[src/rtl/sac_regs.vh]
// Constants for the serial control and readout logic of the converter.
// Assumes inclusion by the design files under rtl/.
`ifndef SAC_REGS_VH
`define SAC_REGS_VH
// Command byte field positions
`define SAC_LEAD_BIT 7
`define SAC_CH_HI 6
`define SAC_CH_LO 4
`define SAC_TOPO_BIT 2
`define SAC_PC_HI 1
`define SAC_PC_LO 0
// Power/clock field codes
`define SAC_PC_AUTO_PD 2'h0
`define SAC_PC_RSVD 2'h1
`define SAC_PC_INT 2'h2
`define SAC_PC_EXT 2'h3
// Counts
`define SAC_CMD_BITS 4'h7
`define SAC_RES_BITS 5'h10
`define SAC_RES_MSB 4'hF
// Internal conversion: 8 us at 40 MHz, longest time rounds down
`define SAC_CLK_MHZ 40
`define SAC_CONV_US 8
`define SAC_CONV_CYC (`SAC_CONV_US * `SAC_CLK_MHZ)
// Last step counter value of an internal conversion step (20 sys_clk per step, 16 steps fit in 8 us)
`define SAC_STEP_CYC 9'h013
// Last sys_clk cycle of the internal conversion window
`define SAC_CONV_LAST 9'h13F
// First trial bit and the one tried after it
`define SAC_TRIAL_MSB 16'h8000
`define SAC_TRIAL_NEXT 16'h4000
// Command bits already taken when the topology bit arrives
`define SAC_TOPO_CNT 3'h5
// Reset values
`define SAC_MODE_RST 1'b0
`define SAC_RESULT_RST 16'h0000
`endif

[src/rtl/sac_ctrl.v]
// Serial control and readout logic of an eight-input SAR converter.
// Assumes the serial pins arrive asynchronously and are sampled by sys_clk (40 MHz),
// and that the analog SAR array answers each bit trial on cmp_result.
`timescale 1ns/10ps
`default_nettype none
`include "sac_regs.vh"
// Overview of operation
// RULE1 - Host sends command byte with bit 7 high; first high bit starts it.
// RULE2 - Ignore serial input until the lead flag is seen.
// RULE3 - Decode MSB first: lead, channel 6-4, unused 3, topology 2, power 1-0.
// RULE4 - Single-ended uses common return; otherwise a differential channel pair.
// RULE5 - Field 00: low power after conversion, instant full power on next.
// RULE6 - Field 10 selects internal conversion clock mode.
// RULE7 - Host never sends field 01; it is reserved.
// RULE8 - Field 11: always powered, external clock mode paced by serial clock.
// RULE9 - Serial clock always shifts command and result bits in both modes.
// RULE10 - Clock mode change takes effect after one extra conversion cycle.
// RULE11 - Power-down setting keeps the previous clock mode.
// RULE12 - External mode: busy high one serial clock after last command bit.
// RULE13 - External mode: result MSB first on next 16 serial clock falling edges.
// RULE14 - Host supplies at least 25 serial clocks per conversion.
// RULE15 - Next command may overlap result LSB, giving 24 clocks.
// RULE16 - With 32 clocks, zeros follow the result LSB.
// RULE17 - External mode: busy and output float while select high; busy low after select falls.
// RULE18 - Internal mode: busy low during conversion, at most 8 us.
// RULE19 - Internal mode: result held until read, readable at any slow clock rate.
// RULE20 - Host should hold serial clock low during internal conversion.
// RULE21 - Internal mode, select low at end: MSB on next falling edge, then D14-D0.
// RULE22 - Internal mode, select high at end: output floats until select falls; busy driven.
// RULE23 - Single-ended channel map: code bits reversed order give input number.
// RULE24 - Differential: low code bits pick pair, top bit picks positive input.
// RULE25 - Result is unsigned straight binary.
// RULE26 - Command bit 3 is ignored.
module sac_ctrl (
    input wire sys_clk, // System clock, 40 MHz
    input wire nrst, // Asynchronous reset, active low
    input wire select_n, // Chip select pin, active low
    input wire serial_clock_line, // Host serial clock pin
    input wire serial_in, // Host serial data pin
    input wire cmp_result, // Analog comparator decision for current trial
    output reg serial_out, // Serial result data
    output reg serial_out_oe, // Output enable of serial_out
    output reg busy, // Busy line
    output reg busy_oe, // Output enable of busy
    output reg [7:0] mux_pos_sel, // One-hot positive input select
    output reg [7:0] mux_neg_sel, // Negative input select: one-hot when differential, all zero when the common return is used
    output reg mux_neg_common, // Negative input is the common return input
    output reg [15:0] sar_trial, // Trial code driven to the capacitor array
    output reg sample_hold, // High while sampling, low in hold
    output reg low_power // Analog section in low power
);
    // Control states
    localparam ST_IDLE = 3'h0;
    localparam ST_CMD = 3'h1;
    localparam ST_EBUSY = 3'h2;
    localparam ST_EOUT = 3'h3;
    localparam ST_ICONV = 3'h4;
    localparam ST_IDONE = 3'h5;

    wire cs_n_s;
    wire sclk_s;
    wire din_s;
    reg sclk_d;
    reg cs_d;
    reg [2:0] state;
    reg [2:0] bit_cnt;
    reg [6:0] cmd_sh;
    reg int_mode;
    reg [4:0] res_cnt;
    reg [15:0] result;
    reg [8:0] step_cnt;
    reg [8:0] conv_cnt;
    reg read_armed;
    wire sclk_rise;
    wire sclk_fall;
    wire cs_fall;
    wire [7:0] cmd_byte;
    reg [15:0] next_trial;
    reg [7:0] next_pos_sel;
    reg [7:0] next_neg_sel;
    wire [2:0] se_index;
    wire [2:0] df_pos;
    wire [2:0] df_neg;
    wire [1:0] held_pc;
    wire step_due;
    wire last_step;
    wire ext_conv;

    // Pin synchronisers
    sac_sync u_cs (
        .sys_clk(sys_clk),
        .nrst(nrst),
        .rst_val(1'b1),
        .din(select_n),
        .dout(cs_n_s)
    );
    sac_sync u_ck (
        .sys_clk(sys_clk),
        .nrst(nrst),
        .rst_val(1'b0),
        .din(serial_clock_line),
        .dout(sclk_s)
    );
    sac_sync u_di (
        .sys_clk(sys_clk),
        .nrst(nrst),
        .rst_val(1'b0),
        .din(serial_in),
        .dout(din_s)
    );

    // Edge detection on synchronised levels
    always @(posedge sys_clk or negedge nrst) begin
        if (!nrst) begin
            sclk_d <= 1'b0;
            cs_d <= 1'b0;
        end else begin
            sclk_d <= sclk_s;
            cs_d <= cs_n_s;
        end
    end
    assign sclk_rise = sclk_s & ~sclk_d & ~cs_n_s; // RULE9
    assign sclk_fall = ~sclk_s & sclk_d & ~cs_n_s; // RULE9
    assign cs_fall = ~cs_n_s & cs_d;
    assign cmd_byte = {cmd_sh, din_s};
    // Field views: power/clock of the byte in force, step timing
    assign held_pc = cmd_sh[`SAC_PC_HI:`SAC_PC_LO];
    assign step_due = (step_cnt == `SAC_STEP_CYC);
    assign last_step = (res_cnt == `SAC_RES_BITS - 5'h01) || (conv_cnt == `SAC_CONV_LAST); // RULE18
    assign ext_conv = (state == ST_EBUSY) || (state == ST_EOUT);

    // Channel numbers while the topology bit is on serial_in; bit 3 ignored
    assign se_index = {cmd_sh[1], cmd_sh[2], cmd_sh[3]}; // RULE23 RULE26
    assign df_pos = {cmd_sh[2], cmd_sh[1], cmd_sh[3]}; // RULE24
    assign df_neg = {cmd_sh[2], cmd_sh[1], ~cmd_sh[3]}; // RULE24

    // One-hot positive select for either topology, one-hot negative select when differential
    always @* begin
        next_pos_sel = 8'h01;
        next_neg_sel = 8'h00;
        if (din_s) begin
            next_pos_sel = 8'h01 << se_index; // RULE4
        end else begin
            next_pos_sel = 8'h01 << df_pos;
            next_neg_sel = 8'h01 << df_neg;
        end
    end

    // Next trial code: keep this decision, try the next lower bit
    always @* begin
        next_trial = (sar_trial & ~(`SAC_TRIAL_MSB >> res_cnt[3:0]))
            | ({15'h0000, cmp_result} << (`SAC_RES_MSB - res_cnt[3:0]))
            | (`SAC_TRIAL_NEXT >> res_cnt[3:0]);
    end

    // Main sequencer: command capture, conversion and readout
    always @(posedge sys_clk or negedge nrst) begin
        if (!nrst) begin
            state <= ST_IDLE;
            bit_cnt <= 3'h0;
            cmd_sh <= 7'h00;
            int_mode <= `SAC_MODE_RST;
            res_cnt <= 5'h00;
            result <= `SAC_RESULT_RST;
            step_cnt <= 9'h000;
            conv_cnt <= 9'h000;
            read_armed <= 1'b0;
            sar_trial <= `SAC_RESULT_RST;
            sample_hold <= 1'b0;
            low_power <= 1'b1;
            serial_out <= 1'b0;
        end else begin
            // Command capture runs in idle and during readout, allowing overlap
            if (sclk_rise && (state == ST_IDLE || state == ST_EOUT || state == ST_IDONE)) begin // RULE15
                if (din_s) begin
                    state <= ST_CMD; // RULE2
                    bit_cnt <= 3'h1;
                    cmd_sh <= 7'h01; // RULE1
                    sample_hold <= 1'b1;
                    low_power <= 1'b0; // RULE5
                end
            end else if (sclk_rise && state == ST_CMD) begin
                cmd_sh <= cmd_byte[6:0]; // RULE3
                bit_cnt <= bit_cnt + 3'h1;
                if (bit_cnt == `SAC_CMD_BITS) begin
                    sample_hold <= 1'b0;
                    sar_trial <= `SAC_TRIAL_MSB;
                    if (cmd_byte[`SAC_PC_HI:`SAC_PC_LO] == `SAC_PC_AUTO_PD) begin
                        low_power <= 1'b0; // RULE11
                    end else begin
                        int_mode <= ~cmd_byte[`SAC_PC_LO]; // RULE6 RULE8 RULE10
                    end
                    // Mode in force is the one held before this byte
                    if (int_mode) begin
                        state <= ST_ICONV; // RULE18
                        res_cnt <= 5'h00;
                        step_cnt <= 9'h000;
                        conv_cnt <= 9'h000;
                    end else begin
                        state <= ST_EBUSY; // RULE12
                    end
                end
            end

            // External clock conversion: one step per falling edge
            if (state == ST_EBUSY && sclk_fall) begin
                state <= ST_EOUT;
                res_cnt <= 5'h00;
            end
            if (state == ST_EOUT && sclk_fall) begin
                if (res_cnt < `SAC_RES_BITS) begin
                    serial_out <= cmp_result; // RULE13 RULE25
                    result[`SAC_RES_MSB - res_cnt[3:0]] <= cmp_result;
                    sar_trial <= next_trial;
                    res_cnt <= res_cnt + 5'h01;
                end else begin
                    serial_out <= 1'b0; // RULE16
                    if (held_pc == `SAC_PC_AUTO_PD) begin
                        low_power <= 1'b1; // RULE5
                    end
                end
            end

            // Internal conversion: paced by sys_clk steps
            if (state == ST_ICONV) begin
                conv_cnt <= conv_cnt + 9'h001;
                step_cnt <= step_cnt + 9'h001;
                if (step_due) begin
                    step_cnt <= 9'h000;
                    result[`SAC_RES_MSB - res_cnt[3:0]] <= cmp_result;
                    sar_trial <= next_trial;
                    res_cnt <= res_cnt + 5'h01;
                    if (last_step) begin
                        state <= ST_IDONE; // RULE18
                        res_cnt <= 5'h00;
                        read_armed <= ~cs_n_s; // RULE21 RULE22
                        if (held_pc == `SAC_PC_AUTO_PD) begin
                            low_power <= 1'b1; // RULE5
                        end
                    end
                end
            end

            // Internal mode readout from held register
            if (state == ST_IDONE) begin
                if (cs_fall) begin
                    read_armed <= 1'b1; // RULE22
                end
                if (sclk_fall && read_armed && res_cnt < `SAC_RES_BITS) begin
                    serial_out <= result[`SAC_RES_MSB - res_cnt[3:0]]; // RULE19 RULE21
                    res_cnt <= res_cnt + 5'h01;
                end else if (sclk_fall && read_armed) begin
                    serial_out <= 1'b0;
                end
            end
        end
    end

    // Busy level: low in internal conversion, one pulse in external conversion
    always @(posedge sys_clk or negedge nrst) begin
        if (!nrst) begin
            busy <= 1'b0;
        end else if (state == ST_ICONV) begin
            busy <= 1'b0; // RULE18
        end else if (ext_conv) begin
            busy <= (state == ST_EBUSY); // RULE12
        end else begin
            busy <= int_mode;
        end
    end

    // Busy enable: always in internal mode except during an external conversion, else only while selected
    always @(posedge sys_clk or negedge nrst) begin
        if (!nrst) begin
            busy_oe <= 1'b0;
        end else begin
            busy_oe <= (int_mode && !ext_conv) ? 1'b1 : ~cs_n_s; // RULE17 RULE22
        end
    end

    // Result enable: internal readout waits for an armed select
    always @(posedge sys_clk or negedge nrst) begin
        if (!nrst) begin
            serial_out_oe <= 1'b0;
        end else if (state == ST_IDONE || state == ST_ICONV) begin
            serial_out_oe <= ~cs_n_s & read_armed; // RULE22
        end else begin
            serial_out_oe <= ~cs_n_s; // RULE17
        end
    end

    // Multiplexer decode from latched command
    always @(posedge sys_clk or negedge nrst) begin
        if (!nrst) begin
            mux_pos_sel <= 8'h01;
            mux_neg_sel <= 8'h00;
            mux_neg_common <= 1'b1;
        end else if (sclk_rise && state == ST_CMD && bit_cnt == `SAC_TOPO_CNT) begin
            // Taken on the rising edge that carries the topology bit
            mux_pos_sel <= next_pos_sel; // RULE23 RULE24
            mux_neg_sel <= next_neg_sel; // RULE24
            mux_neg_common <= din_s; // RULE4
        end
    end
endmodule
`default_nettype wire

[src/rtl/sac_sync.v]
// Two flip-flop synchroniser for one asynchronous level.
// Assumes sys_clk and an active-low asynchronous reset.
`timescale 1ns/10ps
`default_nettype none
module sac_sync (
    input wire sys_clk, // System clock
    input wire nrst, // Asynchronous reset, active low
    input wire rst_val, // Reset level input, not used; reset loads 0 into both stages
    input wire din, // Asynchronous input
    output reg dout // Synchronised level
);
    reg stage1;

    // First stage read only by the second
    always @(posedge sys_clk or negedge nrst) begin
        if (!nrst) begin
            stage1 <= 1'b0;
            dout <= 1'b0;
        end else begin
            stage1 <= din;
            dout <= stage1;
        end
    end
endmodule
`default_nettype wire

[config.mk]
export PLATFORM = sky130hd
export DESIGN_NAME = sac_ctrl
export DESIGN_NICKNAME = d
export VERILOG_FILES = /design/src/rtl/sac_ctrl.v /design/src/rtl/sac_sync.v
export VERILOG_INCLUDE_DIRS = /design/src /design/src/rtl
export SDC_FILE = /design/constraint.sdc
export NUM_CORES = 1
export LEC_CHECK = 0
export ABC_AREA = 0
export BUFFER_PORTS_ARGS = -buffer_cell sky130_fd_sc_hd__buf_2
export CORE_MARGIN = 1.5
export CORE_UTILIZATION = 30
export DETAILED_ROUTE_END_ITERATION = 16
export GPL_TIMING_DRIVEN = 0
export PLACE_DENSITY = 0.5
export SYNTH_ARGS = -nofsm -noshare
export SYNTH_HDL_FRONTEND = slang
export SYNTH_SLANG_ARGS = --single-unit
[constraint.sdc]
create_clock -name sys_clk -period 5.4 [get_ports sys_clk]
set_clock_uncertainty 0.2 [all_clocks]
set_input_delay 0 -clock sys_clk [delete_from_list [all_inputs] [get_ports sys_clk]]
set_output_delay 0 -clock sys_clk [all_outputs]
set_load 0.02 [all_outputs]
==> impl_metrics.csv, run 1 <==
group,metric,value,unit
die,pin_count,45,
clock_network,cts_buffers,9,
logic_synthesis,syn-instance-count,480,
logic_synthesis,yosysSeqAreaShare,50.6,%
sta,setup_tns,0,ns
clock_network,htreeDepth,3,
sta,slew_headroom,40.8,%
logic_synthesis,yosysUniqueCellTypes,67,
sta,finalCriticalPeriod,2.75,ns
worst_setup_path,cp_top_family,"simple AND/OR/NAND/NOR gates",
sta,rsz0062_at_grt,"false",
logic_synthesis,syn_area_per_cell,10.1,µm²
die,start_util,30.7,%
run,max_cap_viol_count,0,
clock_network,clock-sinks,98,
finish,stdcell_count,762,
finish,final_common_cell,"dfrtp_1",
routing,firstDrtPassIters,5,
worst_setup_path,max_stage_delay,0.79,ns
clock_network,cts-root-buf,"clkbuf_16",
place,place_ws,2.66,ns
routing,totalWireLength,11800,µm
routing,highest_layer,"met4",
logic_synthesis,ys_seq_elements,98,
die,die_y,130,µm
worst_setup_path,cp-end-kind,"flip-flop",
global_routing,grt_usage,15.0,%
routing,vias,3840,
global_routing,antenna_found_initial,0,
worst_setup_path,cp.buffers_inverters,1,
clock_network,cts_tree,"done",
sta,tightest_slew,0.886,ns
place,dp_hpwl,8260,µm
logic_synthesis,synth_async_sr_flop_share,100,%
sta,hold_viol,0,
worst_setup_path,critical_path.startpoint_type,"flip-flop",
routing,dr_wl_met2,5390,µm
die,die_area,0.0170,mm²
clock_network,post_cts_buffers,0,
sta,finalMaxSlewViolations,0,
routing,m1WireLength,5730,µm
logic_synthesis,yosysWarnings,0,
die,fp.dieW,130,µm
sta,whs,0.0181,ns
routing,route.met3.wl,563,µm
finish,syn_to_final_growth,18.3,%
place,dpl.cell_count,741,
worst_setup_path,crit_required,5.43,ns
power_and_ir_drop,power_density,359,mW/mm²
worst_setup_path,r2r_setup_slack,2.65,ns
sta,finalSetupViolCount,0,
clock_network,ctsResizeCount,0,
sta,max_freq,363,MHz
power_and_ir_drop,ir_drop,0.151,mV
worst_setup_path,rr_worst_depth,6,
routing,drc_errors,0,
finish,n_antenna_cell,0,
finish,mostFrequentLayoutCells,"dfrtp_1 (95), nand2_1 (66), buf_2 (47)",
routing,first_iter_violations,254,
die,rows,46,
clock_network,cts_buffer_depth,2,
place,gp_congestion,0.797,
routing,via_per_inst,5.04,
global_routing,grt_max_degree,53,
global_routing,globalRoute.totalOverflow,0,
routing,wl_per_cell,15.5,µm
routing,ant_nets,0,
global_routing,grt_pass1_wl,19900,µm
power_and_ir_drop,leakage,0.00244,µW
worst_setup_path,crit_fanout,10,
logic_synthesis,synth-edff-count,0,
sta,finalWorstSetupSlack,2.65,ns
place,port-buffer-count,44,
worst_setup_path,worst-endpoint-arrival,2.78,ns
worst_setup_path,path_class,"flip-flop to flip-flop",
worst_setup_path,crit_path_cell_trace,"or3b_4, nor4b_2, a21oi_2, buf_2, o21ai_0, o41ai_1",
clock_network,clk_latency,0.36,ns
die,core_area,0.0158,mm²
run_status,outcome,"finished clean",
worst_hold_path,hold_path.class,"input pin to asynchronous set/reset pin",
finish,final_net_count,559,
finish,layout-drive-gt1-share,18.5,%
worst_setup_path,rr_startpoint,"u_cs.dout$_DFF_PN0_",
global_routing,grt_pass1_vias,3753,
clock_network,path_clk_slew,0.07,ns
worst_setup_path,reg2reg_to,"step_cnt[8]$_DFFE_PN0P_",
logic_synthesis,synth_top_flop_cell,"dfrtp_1",
logic_synthesis,syn_nets,498,
worst_setup_path,cpMaxStageDelayCell,"nor4b_2",
sta,period_share,51.0,%
logic_synthesis,synth_area,0.00486,mm²
==> flip-flops by register name, indices dropped and copies added (netlist names), 3 cells and up <==
name / count
state: 3
conv_cnt: 9
sar_trial: 16
cmd_sh: 4
mux_pos_sel: 8
bit_cnt: 3
result: 16
mux_neg_sel: 8
step_cnt: 9
res_cnt: 5
==> Yosys cell counts, types with 4 or more instances <==
cell type	count	area, µm²
dfrtp_1	95	2380
nand2_1	66	248
o21ai_0	37	185
a21oi_1	25	125
clkbuf_1	21	78.8
nor2_1	21	78.8
inv_1	20	75.1
nand3_1	19	95.1
o31ai_1	13	97.6
ha_1	12	150
a31oi_1	11	68.8
a22o_1	10	87.6
nand4_1	10	62.6
nand2b_1	9	56.3
o22ai_1	8	50.1
o41ai_1	7	61.3
and3_1	6	37.5
mux2_4	6	90.1
nor2b_1	6	37.5
nor3b_1	5	37.5
buf_2	4	20.0
mux2_2	4	45.0
==> worst max-delay path by stage <==
stage,startpoint,endpoint,depth (start not counted)
after global routing,u_cs.dout$_DFF_PN0_,step_cnt[8]$_DFFE_PN0P_,6
after floorplan,state[0]$_DFF_PN0_,result[12]$_DFF_PN0_,8
after detailed placement,u_cs.dout$_DFF_PN0_,step_cnt[8]$_DFFE_PN0P_,6
after global placement,u_cs.dout$_DFF_PN0_,step_cnt[7]$_DFFE_PN0P_,6
after CTS,u_cs.dout$_DFF_PN0_,step_cnt[8]$_DFFE_PN0P_,6
final,u_cs.dout$_DFF_PN0_,step_cnt[8]$_DFFE_PN0P_,6
==> per-layer routing <==
layer,up-vias,track usage [%]
li1,1864,-
met1,1885,21.1
met2,81,22.8
met3,10,4.02
met4,0,4.25
met5,-,0
==> area by class of cell <==
| class | instances | area [µm²] |
|---|---|---|
| clock inverters | 7 | 95.1 |
| plain buffers | 30 | 151 |
| flip-flops and latches | 98 | 2460 |
| multi-input cells | 332 | 2170 |
| inverters | 20 | 75.1 |
| well taps | 216 | 270 |
| clock buffers | 9 | 225 |
| repair buffers | 50 | 300 |
| fillers | 1591 | 10100 |
==> through the flow <==
stage | utilization, % | cell area [µm²] | power, µW
2_1_floorplan | - | 4860 | 1220
3_3_place_gp | 33.8 | 5350 | 1380
3_5_place_dp | 34.0 | 5380 | 1380
4_1_cts | 36.3 | 5750 | 2100
5_1_grt | 36.3 | 5750 | 2190
6_report | 36.3 | 5750 | 2060
==> cell families after synthesis <==
family	Yosys count	share of synthesized area, %
and+or+nand+nor	163	17.3
AOI/OAI and AO/OA	136	18.6
DFF	98	50.6
buffers and inverters	50	4.66
muxes	17	5.02
adders and majority gates	13	3.30
xor gates and xnor gates	3	0.541
==> power by group <==
group / leakage [µW] / internal [µW] / total (µW) / switching (µW)
clock network: 0.000158 / 375 / 695 / 319
logic: 0.00107 / 171 / 486 / 315
registers: 0.00122 / 824 / 883 / 59.9
==> what timing repair did <==
action | CTS | global route
hold endpoints to repair | 103 | 0
setup endpoints to repair | 0 | 0
hold buffers | 5 | 0
(Power assumes the default switching activity.)
==> run 2, diff against run 1 <==
--- a/config.mk
+++ b/config.mk
@@ -12,7 +12,7 @@
 export CORE_UTILIZATION = 30
 export DETAILED_ROUTE_END_ITERATION = 16
 export GPL_TIMING_DRIVEN = 0
-export PLACE_DENSITY = 0.5
+export PLACE_DENSITY = 0.52
 export SYNTH_ARGS = -nofsm -noshare
 export SYNTH_HDL_FRONTEND = slang
 export SYNTH_SLANG_ARGS = --single-unit
==> constraint.sdc (replaced) <==
create_clock -name sys_clk -period 2.4 [get_ports sys_clk]
set_clock_uncertainty 0.2 [all_clocks]
set_input_delay 0 -clock sys_clk [delete_from_list [all_inputs] [get_ports sys_clk]]
set_output_delay 0 -clock sys_clk [all_outputs]
set_load 0.02 [all_outputs]
==> run 2 against run 1 <==
Compared with the run above: flip-flop and latch count unchanged; critical path depth down 1; largest cell class unchanged; sequential power up 130%; worst setup slack worse by 2.6 ns; critical endpoint is now result[5]$_DFF_PN0_; non-clock buffer count up 12; clock power up 120%; design area up 3.8%; via count up 2.8%; worst hold slack better by 0.019 ns; largest power group unchanged; utilization up 1.4 points.
==> impl_metrics.csv, run 2 (synthesized netlist as in run 1, its figures left out) <==
group,metric,value,unit
run_status,outcome,"finished clean",
place,gp_congestion,0.787,
worst_setup_path,worst-endpoint-arrival,2.39,ns
power_and_ir_drop,leakage,0.00254,µW
routing,totalWireLength,12100,µm
worst_setup_path,cp-end-kind,"flip-flop",
routing,first_iter_violations,222,
worst_setup_path,critical_path.startpoint_type,"flip-flop",
clock_network,cts_tree,"done",
routing,ant_nets,0,
global_routing,antenna_found_initial,0,
global_routing,grt_max_degree,52,
global_routing,grt_usage,15.3,%
worst_setup_path,r2r_setup_slack,0.06,ns
global_routing,grt_pass1_vias,3941,
finish,seq_area,0.00246,mm²
worst_setup_path,rr_startpoint,"step_cnt[3]$_DFFE_PN0P_",
sta,slew_headroom,54.4,%
worst_setup_path,rr_worst_depth,5,
sta,max_freq,427,MHz
clock_network,cts_buffer_depth,2,
worst_setup_path,crit_fanout,5,
finish,mostFrequentLayoutCells,"dfrtp_1 (93), nand2_1 (64), buf_2 (46)",
worst_setup_path,max_stage_delay,0.57,ns
routing,via_per_inst,5.10,
finish,utilization,37.7,%
finish,syn_to_final_growth,22.8,%
finish,final_net_count,571,
finish,fill_cells,1612,
finish,multi_input_area,0.00229,mm²
sta,setup_tns,0,ns
sta,finalWorstSetupSlack,0.0595,ns
sta,hold_viol,0,
die,die_y,130,µm
sta,finalSetupViolCount,0,
clock_network,clk_latency,0.36,ns
die,start_util,30.7,%
routing,firstDrtPassIters,4,
worst_setup_path,crit_path_cell_trace,"or4_4, or3_4, a21boi_4, nand2_2, mux2_4",
die,fp.dieW,130,µm
global_routing,grt_pass1_wl,20200,µm
sta,rsz0062_at_grt,"true",
worst_hold_path,hold_path.class,"input pin to asynchronous set/reset pin",
sta,finalMaxSlewViolations,0,
sta,finalCriticalPeriod,2.34,ns
die,die_area,0.0170,mm²
sta,period_share,97.5,%
worst_setup_path,crit_required,2.45,ns
power_and_ir_drop,power_density,788,mW/mm²
clock_network,path_clk_slew,0.07,ns
routing,vias,3946,
finish,reg_top3,"result x16, sar_trial x16",
die,core_area,0.0158,mm²
place,place_ws,-0.347,ns
worst_setup_path,path_class,"flip-flop to flip-flop",
global_routing,globalRoute.totalOverflow,0,
die,pin_count,45,
finish,stdcell_count,774,
routing,wl_per_cell,15.6,µm
clock_network,cts-root-buf,"clkbuf_16",
die,rows,46,
worst_setup_path,cp.buffers_inverters,0,
run,max_cap_viol_count,0,
finish,n_antenna_cell,0,
finish,layout-drive-gt1-share,25.1,%
power_and_ir_drop,ir_drop,0.353,mV
clock_network,htreeDepth,3,
worst_setup_path,reg2reg_to,"result[5]$_DFF_PN0_",
worst_setup_path,cpMaxStageDelayCell,"or4_4",
finish,final_common_cell,"dfrtp_1",
clock_network,cts_buffers,9,
place,dpl.cell_count,741,
worst_setup_path,cp_top_family,"simple AND/OR/NAND/NOR gates",
power_and_ir_drop,total_power,4700,µW
place,dp_hpwl,8150,µm
clock_network,clock-sinks,98,
place,port-buffer-count,44,
sta,tightest_slew,0.684,ns
routing,drc_errors,0,
run 2: worst max-delay path by stage:
stage | from | endpoint | slack, ns | cells past startpoint
floorplan | state[0]$_DFF_PN0_ | result[12]$_DFF_PN0_ | 0.09 | 8
global placement | u_cs.dout$_DFF_PN0_ | step_cnt[7]$_DFFE_PN0P_ | -0.36 | 6
detailed placement | u_cs.dout$_DFF_PN0_ | step_cnt[6]$_DFFE_PN0P_ | -0.35 | 6
CTS | step_cnt[3]$_DFFE_PN0P_ | result[4]$_DFF_PN0_ | 0.001 | 5
global route | step_cnt[3]$_DFFE_PN0P_ | result[5]$_DFF_PN0_ | -0.007 | 5
finish | step_cnt[3]$_DFFE_PN0P_ | result[5]$_DFF_PN0_ | 0.06 | 5
run 2: repair_timing:
| item | 4_1_cts | 5_1_grt |
|---|---|---|
| resized for setup | 12 | 31 |
| pin swaps | 3 | 7 |
| endpoints found under the setup margin | 72 | 54 |
| hold endpoints to repair | 58 | 0 |
| hold buffers | 5 | 0 |
| buffers inserted | 9 | 6 |
run 2: per-layer routing:
metal  vias up  track usage (%)  wire length, µm
met3        20             4.96              631
li1       1890                -                -
met4         0             5.29              193
met5         -                0                0
met2       105             22.9             5620
met1      1931             20.6             5650
run 2: worst reg2reg max path, stage by stage, from the launching register on:
cell and delay (ns):
dfrtp_1 0.38, or4_4 0.57, or3_4 0.42, a21boi_4 0.26, nand2_2 0.10, mux2_4 0.31
run 2: area by class of cell:
| cell class | instances | share of cell area, % |
|---|---|---|
| Clock inverter | 6 | 1.22 |
| Buffer | 27 | 2.35 |
| Timing Repair Buffer | 65 | 6.92 |
| Multi-Input combinational cell | 332 | 38.5 |
| Clock buffer | 10 | 4.01 |
| Tap cell | 216 | 4.53 |
| Inverter | 20 | 1.26 |
| Sequential cell | 98 | 41.2 |
run 2: stage by stage:
stage               cell area (µm²)  hold slack, ns
finish                         5960          0.0370
global route                   5960          0.0889
CTS                            5840          0.0623
detailed placement             5380          -0.102
global placement               5350         -0.0893
floorplan                      4860          -0.496
run 2: where the power goes:
group          switching (µW)  internal (µW)  leakage [µW]
Clock                     677            848      0.000150
Combinational             761            424       0.00117
Sequential                133           1860       0.00121
Total                    1570           3130       0.00254
